--- src/pkg/spi_cfg_pkg.sv ---
`default_nettype none
package spi_cfg_pkg;
  localparam logic [3:0] CTRL_ONE_OFFSET = 4'h0;
  localparam logic [3:0] CTRL_TWO_OFFSET = 4'h4;
  localparam logic [3:0] STATUS_OFFSET = 4'h8;
  localparam logic [3:0] XFER_OFFSET = 4'hc;
  // control one field positions
  localparam int CKE_BIT = 8;
  localparam int SAMPLE_PHASE_BIT = 9;
  localparam int SLAVE_SELECT_BIT = 7;
  localparam int POLARITY_BIT = 6;
  localparam int MASTER_BIT = 5;
  localparam logic [15:0] CTRL_ONE_MASK = 16'h03ff;
  // control two field positions
  localparam int FRAMED_BIT = 15;
  localparam int FSDIR_BIT = 14;
  localparam int FSPOL_BIT = 13;
  localparam int FSEDGE_BIT = 1;
  localparam logic [15:0] CTRL_TWO_MASK = 16'he002;
  localparam logic [15:0] CTRL_RESET = 16'h0000;
  localparam logic [1:0] RESP_OKAY = 2'b00;
  localparam logic [1:0] RESP_SLVERR = 2'b10;
  localparam logic [4:0] FRAME_BITS = 5'h08;

  typedef struct packed {
    logic master_enable;
    logic input_sample_phase;
    logic clock_edge;
    logic clock_polarity_select;
    logic slave_select_enable;
    logic framed_enable;
    logic frame_sync_direction;
    logic frame_sync_polarity;
    logic frame_sync_edge;
    logic [2:0] secondary_prescale;
    logic [1:0] primary_prescale;
  } spi_cfg_s;

  typedef struct packed {
    logic sck;
    logic sdo;
    logic fsync;
    logic fsync_oe_n;
  } spi_pins_s;
endpackage : spi_cfg_pkg
`default_nettype wire

--- src/rtl/spi_clk_div.sv ---
`default_nettype none
// master clock divider: one-cycle tick at sys_clk / (primary * secondary)
module spi_clk_div (
  input wire logic sys_clk_i,
  input wire logic rst_i,
  input wire logic run_i,
  input wire logic [1:0] primary_i,
  input wire logic [2:0] secondary_i,
  output logic tick_o
);
  logic [5:0] pri_cnt_reg;
  logic [2:0] sec_cnt_reg;
  logic [5:0] pri_max;
  logic [2:0] sec_max;
  logic pri_tick;

  // primary terminal count per code
  always_comb
  begin
    case (primary_i)
      2'b11: pri_max = 6'h00;
      2'b10: pri_max = 6'h03;
      2'b01: pri_max = 6'h0f;
      default: pri_max = 6'h3f;
    endcase
    sec_max = 3'h7 - secondary_i;
  end

  assign pri_tick = run_i && (pri_cnt_reg >= pri_max);

  // primary stage; restarts when idle so first bit has full length
  always_ff @(posedge sys_clk_i)
  begin
    if (rst_i || !run_i || pri_tick)
      pri_cnt_reg <= 6'h00;
    else
      pri_cnt_reg <= pri_cnt_reg + 6'h01;
  end

  // secondary stage counts primary ticks
  always_ff @(posedge sys_clk_i)
  begin
    if (rst_i || !run_i)
      sec_cnt_reg <= 3'h0;
    else if (pri_tick)
      sec_cnt_reg <= (sec_cnt_reg >= sec_max) ? 3'h0 : sec_cnt_reg + 3'h1;
  end

  assign tick_o = pri_tick && (sec_cnt_reg >= sec_max);
endmodule : spi_clk_div
`default_nettype wire

--- src/rtl/spi_clock_mode_config.sv ---
// Design decisions made here: the AXI4-Lite interface to the registers and the register offsets.
`default_nettype none
// register block and master-side serial clock/frame generation
module spi_clock_mode_config (
  input wire logic sys_clk_i,
  input wire logic rst_i,
  input wire logic [3:0] awaddr,
  input wire logic awvalid,
  output logic awready,
  input wire logic [31:0] wdata,
  input wire logic [3:0] wstrb,
  input wire logic wvalid,
  output logic wready,
  output logic [1:0] bresp,
  output logic bvalid,
  input wire logic bready,
  input wire logic [3:0] araddr,
  input wire logic arvalid,
  output logic arready,
  output logic [31:0] rdata,
  output logic [1:0] rresp,
  output logic rvalid,
  input wire logic rready,
  input wire logic sdi_i,
  output logic sck_o,
  output logic sdo_o,
  output logic fsync_o,
  output logic fsync_oe_n_o,
  output logic [7:0] rx_data_o
);
  logic [15:0] ctrl_one_reg;
  logic [15:0] ctrl_two_reg;
  spi_cfg_pkg::spi_cfg_s cfg;
  logic aw_held_reg;
  logic w_held_reg;
  logic [3:0] aw_addr_reg;
  logic [31:0] w_data_reg;
  logic [3:0] w_strb_reg;
  logic do_write;
  logic [7:0] tx_reg;
  logic [7:0] rx_reg;
  logic [4:0] half_cnt_reg;
  logic busy_reg;
  logic start_req;
  logic tick;
  logic sck_reg;
  logic sdo_reg;
  logic fs_reg;
  logic sdi_meta_reg;
  logic sdi_sync_reg;
  logic late_sample_reg;
  logic done_reg;
  logic [15:0] rd_word;

  // merge written bytes into a 16-bit register
  function automatic logic [15:0] merge16(input logic [15:0] old, input logic [31:0] data,
                                          input logic [3:0] strb, input logic [15:0] mask);
    logic [15:0] val;
    val = old;
    if (strb[0])
      val[7:0] = data[7:0];
    if (strb[1])
      val[15:8] = data[15:8];
    return val & mask;
  endfunction : merge16

  // slave mode keeps sample phase clear even within the write that selects it
  function automatic logic [15:0] lock_phase(input logic [15:0] val);
    logic [15:0] res;
    res = val;
    if (!val[spi_cfg_pkg::MASTER_BIT])
      res[spi_cfg_pkg::SAMPLE_PHASE_BIT] = 1'b0;
    return res;
  endfunction : lock_phase

  // unpack control registers; effective bits applied here
  always_comb
  begin
    cfg.master_enable = ctrl_one_reg[spi_cfg_pkg::MASTER_BIT];
    cfg.input_sample_phase = ctrl_one_reg[spi_cfg_pkg::SAMPLE_PHASE_BIT] &&
                             cfg.master_enable;
    cfg.framed_enable = ctrl_two_reg[spi_cfg_pkg::FRAMED_BIT];
    cfg.clock_edge = ctrl_one_reg[spi_cfg_pkg::CKE_BIT] && !cfg.framed_enable;
    cfg.clock_polarity_select = ctrl_one_reg[spi_cfg_pkg::POLARITY_BIT];
    cfg.slave_select_enable = ctrl_one_reg[spi_cfg_pkg::SLAVE_SELECT_BIT];
    cfg.frame_sync_direction = ctrl_two_reg[spi_cfg_pkg::FSDIR_BIT];
    cfg.frame_sync_polarity = ctrl_two_reg[spi_cfg_pkg::FSPOL_BIT];
    cfg.frame_sync_edge = ctrl_two_reg[spi_cfg_pkg::FSEDGE_BIT];
    cfg.secondary_prescale = ctrl_one_reg[4:2];
    cfg.primary_prescale = ctrl_one_reg[1:0];
  end

  // write address and data are taken independently, in either order
  assign awready = !aw_held_reg && !bvalid;
  assign wready = !w_held_reg && !bvalid;
  assign do_write = aw_held_reg && w_held_reg && !bvalid;

  always_ff @(posedge sys_clk_i)
  begin
    if (rst_i)
    begin
      aw_held_reg <= 1'b0;
      aw_addr_reg <= 4'h0;
    end
    else if (awvalid && awready)
    begin
      aw_held_reg <= 1'b1;
      aw_addr_reg <= awaddr;
    end
    else if (do_write)
      aw_held_reg <= 1'b0;
  end

  always_ff @(posedge sys_clk_i)
  begin
    if (rst_i)
    begin
      w_held_reg <= 1'b0;
      w_data_reg <= 32'h0000_0000;
      w_strb_reg <= 4'h0;
    end
    else if (wvalid && wready)
    begin
      w_held_reg <= 1'b1;
      w_data_reg <= wdata;
      w_strb_reg <= wstrb;
    end
    else if (do_write)
      w_held_reg <= 1'b0;
  end

  // write response; unmapped addresses answer slverr
  always_ff @(posedge sys_clk_i)
  begin
    if (rst_i)
    begin
      bvalid <= 1'b0;
      bresp <= spi_cfg_pkg::RESP_OKAY;
    end
    else if (do_write)
    begin
      bvalid <= 1'b1;
      bresp <= (aw_addr_reg == spi_cfg_pkg::CTRL_ONE_OFFSET ||
                aw_addr_reg == spi_cfg_pkg::CTRL_TWO_OFFSET ||
                aw_addr_reg == spi_cfg_pkg::XFER_OFFSET) ?
               spi_cfg_pkg::RESP_OKAY : spi_cfg_pkg::RESP_SLVERR;
    end
    else if (bready)
      bvalid <= 1'b0;
  end

  // control one; sample phase cannot be set while slave
  always_ff @(posedge sys_clk_i)
  begin
    if (rst_i)
      ctrl_one_reg <= spi_cfg_pkg::CTRL_RESET;
    else if (do_write && aw_addr_reg == spi_cfg_pkg::CTRL_ONE_OFFSET)
      ctrl_one_reg <= lock_phase(merge16(ctrl_one_reg, w_data_reg, w_strb_reg,
                                         spi_cfg_pkg::CTRL_ONE_MASK));
  end

  // control two
  always_ff @(posedge sys_clk_i)
  begin
    if (rst_i)
      ctrl_two_reg <= spi_cfg_pkg::CTRL_RESET;
    else if (do_write && aw_addr_reg == spi_cfg_pkg::CTRL_TWO_OFFSET)
      ctrl_two_reg <= merge16(ctrl_two_reg, w_data_reg, w_strb_reg,
                              spi_cfg_pkg::CTRL_TWO_MASK);
  end

  // read mux; stored sample phase is already clear in slave mode
  always_comb
  begin
    case (araddr)
      spi_cfg_pkg::CTRL_ONE_OFFSET: rd_word = ctrl_one_reg;
      spi_cfg_pkg::CTRL_TWO_OFFSET: rd_word = ctrl_two_reg;
      spi_cfg_pkg::STATUS_OFFSET: rd_word = {15'h0000, busy_reg};
      spi_cfg_pkg::XFER_OFFSET: rd_word = {8'h00, rx_reg};
      default: rd_word = 16'h0000;
    endcase
  end

  assign arready = !rvalid;

  always_ff @(posedge sys_clk_i)
  begin
    if (rst_i)
    begin
      rvalid <= 1'b0;
      rdata <= 32'h0000_0000;
      rresp <= spi_cfg_pkg::RESP_OKAY;
    end
    else if (arvalid && arready)
    begin
      rvalid <= 1'b1;
      rdata <= {16'h0000, rd_word};
      rresp <= (araddr[1:0] == 2'b00) ? spi_cfg_pkg::RESP_OKAY : spi_cfg_pkg::RESP_SLVERR;
    end
    else if (rready)
      rvalid <= 1'b0;
  end

  // a write to the transfer word starts a master frame
  assign start_req = do_write && aw_addr_reg == spi_cfg_pkg::XFER_OFFSET &&
                     cfg.master_enable && !busy_reg;

  spi_clk_div u_div (
    .sys_clk_i(sys_clk_i),
    .rst_i(rst_i),
    .run_i(busy_reg),
    .primary_i(cfg.primary_prescale),
    .secondary_i(cfg.secondary_prescale),
    .tick_o(tick)
  );

  // serial input crosses from the pin
  always_ff @(posedge sys_clk_i)
  begin
    sdi_meta_reg <= sdi_i;
    sdi_sync_reg <= sdi_meta_reg;
  end

  // frame sequencer: two ticks per bit, plus one lead bit when sync precedes
  always_ff @(posedge sys_clk_i)
  begin
    if (rst_i)
    begin
      busy_reg <= 1'b0;
      half_cnt_reg <= 5'h00;
      tx_reg <= 8'h00;
      rx_reg <= 8'h00;
      sck_reg <= 1'b0;
      sdo_reg <= 1'b0;
      fs_reg <= 1'b0;
      late_sample_reg <= 1'b0;
      done_reg <= 1'b0;
    end
    else if (start_req)
    begin
      busy_reg <= 1'b1;
      tx_reg <= w_data_reg[7:0];
      sdo_reg <= cfg.clock_edge ? 1'b0 : w_data_reg[7];
      // edge one: sync with first bit clock; zero: one bit ahead
      half_cnt_reg <= (cfg.framed_enable && !cfg.frame_sync_edge) ? 5'h12 : 5'h10;
      fs_reg <= cfg.framed_enable;
      sck_reg <= cfg.clock_polarity_select;
      done_reg <= 1'b0;
    end
    else if (busy_reg && tick)
    begin
      half_cnt_reg <= half_cnt_reg - 5'h01;
      if (half_cnt_reg > 5'h10)
      begin
        // lead bit: sync asserted, clock held idle
        if (half_cnt_reg == 5'h11)
          fs_reg <= 1'b0;
      end
      else if (half_cnt_reg == 5'h00)
      begin
        // the last trailing edge already took the eighth late sample
        busy_reg <= 1'b0;
        done_reg <= 1'b1;
        late_sample_reg <= 1'b0;
        sck_reg <= cfg.clock_polarity_select;
      end
      else
      begin
        sck_reg <= ~sck_reg;
        if (half_cnt_reg == 5'h10)
          fs_reg <= 1'b0;
        if (half_cnt_reg[0] == 1'b0)
        begin
          // leading edge of bit: sample now or at end of bit
          if (cfg.input_sample_phase)
            late_sample_reg <= 1'b1;
          else
            rx_reg <= {rx_reg[6:0], sdi_sync_reg};
          if (cfg.clock_edge)
          begin
            sdo_reg <= tx_reg[7];
            tx_reg <= {tx_reg[6:0], 1'b0};
          end
        end
        else
        begin
          // trailing edge of bit
          if (late_sample_reg)
            rx_reg <= {rx_reg[6:0], sdi_sync_reg};
          if (!cfg.clock_edge)
          begin
            tx_reg <= {tx_reg[6:0], 1'b0};
            sdo_reg <= tx_reg[6];
          end
        end
      end
    end
    else if (!busy_reg)
      sck_reg <= cfg.clock_polarity_select;
  end

  // pins: sync driven only when framed output master
  assign sck_o = sck_reg;
  assign sdo_o = sdo_reg;
  assign fsync_o = fs_reg ~^ cfg.frame_sync_polarity;
  assign fsync_oe_n_o = !(cfg.master_enable && cfg.framed_enable &&
                          !cfg.frame_sync_direction);
  assign rx_data_o = rx_reg;
endmodule : spi_clock_mode_config
`default_nettype wire

--- config.mk ---
export PLATFORM = sky130hd
export DESIGN_NAME = spi_clock_mode_config
export DESIGN_NICKNAME = d
export VERILOG_FILES = /design/src/pkg/spi_cfg_pkg.sv /design/src/rtl/spi_clk_div.sv /design/src/rtl/spi_clock_mode_config.sv
export SDC_FILE = /design/constraint.sdc
export NUM_CORES = 1
export LEC_CHECK = 0
export BUFFER_PORTS_ARGS = -buffer_cell sky130_fd_sc_hd__buf_2
export CORE_MARGIN = 8
export CORE_UTILIZATION = 53
export DETAILED_ROUTE_END_ITERATION = 6
export PLACE_DENSITY = 0.87
export REMOVE_ABC_BUFFERS = 1
export SETUP_SLACK_MARGIN = 0.5
export SLEW_MARGIN = 20
export SYNTH_ARGS = -nofsm -noshare
export SYNTH_HDL_FRONTEND = slang
export SYNTH_SLANG_ARGS = --single-unit
export TNS_END_PERCENT = 5
--- constraint.sdc ---
create_clock -name sys_clk_i -period 3 [get_ports sys_clk_i]
set_input_delay 0.15 -clock sys_clk_i [delete_from_list [all_inputs] [get_ports sys_clk_i]]
set_output_delay 0.15 -clock sys_clk_i [all_outputs]
set_load 0.005 [all_outputs]
==> results_dict.tcl <==
set metrics [dict create \
    vias 3512 \
    hpwl_mm 7.13 \
    drive_above_1_share_pct 19.0 \
    cap_violations 0 \
    grt_first_pass_wirelength_mm 16.7 \
    p_leak_uw 0.00192 \
    drc 0 \
    cp_top_family "simple AND/OR/NAND/NOR gates" \
    hold_viol 0 \
    cp_num_buf_inv 1 \
    worstMarginPinSlew_ns 0.746 \
    slowest_delay_ns 0.51 \
    end_kind "register" \
    antenna_found_initial 0 \
    postCtsSetupBuffers 0 \
    finalSetupViolCount 0 \
    yosys.area_share.simple_pct 22.5 \
    place_inst 623 \
    grt-ovfl-total 0 \
    power.density_nw_per_um2 490 \
    drt_wl_total_mm 9.85 \
    yosys.area.top_type "dfxtp_1" \
    finalNonFillerCells 640 \
    crit_path_cell_trace "or2_2, ha_1, nand4_1, o221a_1, buf_6, or4_1, a31oi_1" \
    initial_core_util_pct 54.3 \
    tns_ns 0 \
    syn-instance-count 479 \
    slew_violations 0 \
    max_freq_ghz 0.417 \
    status "complete, no violations" \
    core_area_sq_um 7690 \
    grt_pass1_vias 3608 \
    finalCritPeriodShare_pct 80.0 \
    dieWidth_um 105 \
    ios 105 \
    synth_area_sq_um 4180 \
    place.gp.congestion 0.813 \
    gr-usage-all-layers_pct 18.0 \
    max-clock-path-buffers 2 \
    synth_area_leaders "dfxtp_1 (43%), a21oi_1 (5.5%), nand2_1 (5.1%)" \
    cts_sinks 89 \
    synth_compound_area_share_pct 16.3 \
    die_area_sq_um 11000 \
    synth-warning-count 0 \
    grt_max_degree 37 \
    fin_crit_ns 2.40 \
    synth_top_family_by_area "simple AND/OR/NAND/NOR gates" \
    synth-edff-count 0 \
    ant_nets 0 \
    cts_tree "built" \
    cts_buffers 9 \
    synth_fa_ha_area_share_pct 4.79 \
    drtIter0Drc 172 \
    dr.pass1.iters 6 \
    crit_slowest_cell "or4_1" \
    synth-seq-area-share_pct 42.6 \
    synth.top_cells.by_count "dfxtp_1 (89), nand2_1 (57), nor2_1 (52)" \
    synth_area_per_cell_sq_um 8.72 \
    io_buffers 62 \
    die_h_um 105 \
    clockRootBuffer "clkbuf_8" \
    synth-async-reset-ratio_pct 0 \
    synthMuxAreaShare_pct 4.85 \
    final_nets 601 \
    ys_types 56 \
    wl_per_cell_um 15.4 \
    row_count 32 \
    worstPathArrival_ns 2.69 \
    vias_per_cell 5.49 \
    hold_class "primary input to register" \
    synthToLayoutAreaGrowth_pct 13.0 \
    clock_skew_ns 0.0167 \
    grt_setup_unrepaired "yes" \
    worstSetupStartpointType "register" \
    path_max_fanout 26 \
    synth_top_cell_area_share_pct 42.6 \
    synth_most_common_cell "dfxtp_1" \
    synth-seq-cells 89 \
    slew_headroom_pct 50.0 \
    required_ns 3.29 \
    synth-xor-area-share_pct 1.26 \
    clk_latency_ns 0.37 \
    peakVddDrop_mv 0.338 \
    ys.flop_type "dfxtp_1" \
    htreeDepth 3 \
    crit_type "register to register" \
    diodes 0 \
    path_clk_slew_ns 0.09 \
]
[final cells by class]
type / instances / area (sq um)
fill: 632 / 2970
multi-input combinational: 351 / 2160
sequential: 89 / 1780
timing repair buffer: 69 / 369
clock buffer: 11 / 141
tap: 102 / 128
clock inverter: 5 / 85.1
inverter: 13 / 48.8
[cells by family (layout without fill, tap and decap cells)]
family	after synthesis	in the layout
AOI/OAI and AO/OA	98	98
other	1	21
xor gates and xnor gates	6	6
DFF	89	89
buffers and inverters	59	98
and+or+nand+nor	190	190
adders and majority gates	16	16
muxes	20	20
[metal layers]
| layer | global-route usage [%] | up-vias | share of wire (%) |
|---|---|---|---|
| li1 | - | 1738 | - |
| met1 | 20.0 | 1630 | 41 |
| met2 | 31.6 | 120 | 51 |
| met3 | 4.73 | 24 | 6.3 |
| met4 | 8.36 | 0 | 1.9 |
| met5 | 0 | - | 0 |
[tightest hold or removal path: cells and delay by family]
| family | cells | cell delay [ns] |
|---|---|---|
| AOI/OAI and AO/OA | 1 | 0.05 |
| buffers and inverters | 1 | 0.09 |
| and+or+nand+nor | 1 | 0.04 |
[through the flow]
stage | setup slack (ns) | hold slack (ns) | total power [uW] | utilization, % | cell area [sq um]
3_5_place_dp | 0.263 | 0.255 | 1390 | 58.1 | 4470
3_3_place_gp | 0.361 | 0.254 | 1390 | 58.1 | 4470
2_1_floorplan | 0.326 | 0.178 | 1320 | - | 3990
5_1_grt | 0.496 | 0.0230 | 2380 | 61.4 | 4720
6_report | 0.599 | 0.0156 | 2310 | 61.4 | 4720
4_1_cts | 0.532 | 0.0160 | 2310 | 61.3 | 4710
[power by group]
group | leakage (uW) | total, uW | internal (uW) | switching, uW
Combinational | 0.00109 | 137 | 52.7 | 84.5
Clock | 0.000111 | 941 | 499 | 442
Sequential | 0.000723 | 1230 | 1210 | 26.7
[cells in the final DEF (no fill, tap or decap), drive strengths merged, types with 2 or more instances in the layout]
cell type	instances
dfxtp	89
or2	3
xnor2	4
o211ai	2
bufinv	2
nand2	57
nor3	14
nor2b	4
inv	15
a31oi	2
a32oi	2
o31ai	3
nand3	16
clkbuf	11
a2111oi	8
nand4b	2
nor2	52
a22oi	11
or4	4
nand4	3
and3	2
conb	21
a211oi	2
a22o	7
mux2	2
nor4	3
buf	68
xor2	2
nand3b	3
and2	4
ha	16
o21ai	7
mux2i	18
nand2b	20
a21oi	46
[worst paths after layout]
path                   start         endpoint  slack [ns]  cells past startpoint
max          ctrl_one_reg[0]  half_cnt_reg[4]        0.60                      7
min                wdata[13]   w_data_reg[13]        0.02                      3
min reg2reg     sdi_meta_reg     sdi_sync_reg        0.34                      0
max reg2reg  ctrl_one_reg[0]  half_cnt_reg[4]        0.60                      7
[what timing repair did]
item | in CTS | in global routing
pin swaps | 0 | 1
hold buffers | 1 | 0
endpoints found under the setup margin | 8 | 18
endpoints found under the hold margin | 1 | 0
gates resized for setup | 1 | 3
gates cloned | 0 | 0
(Power assumes the default switching activity.)
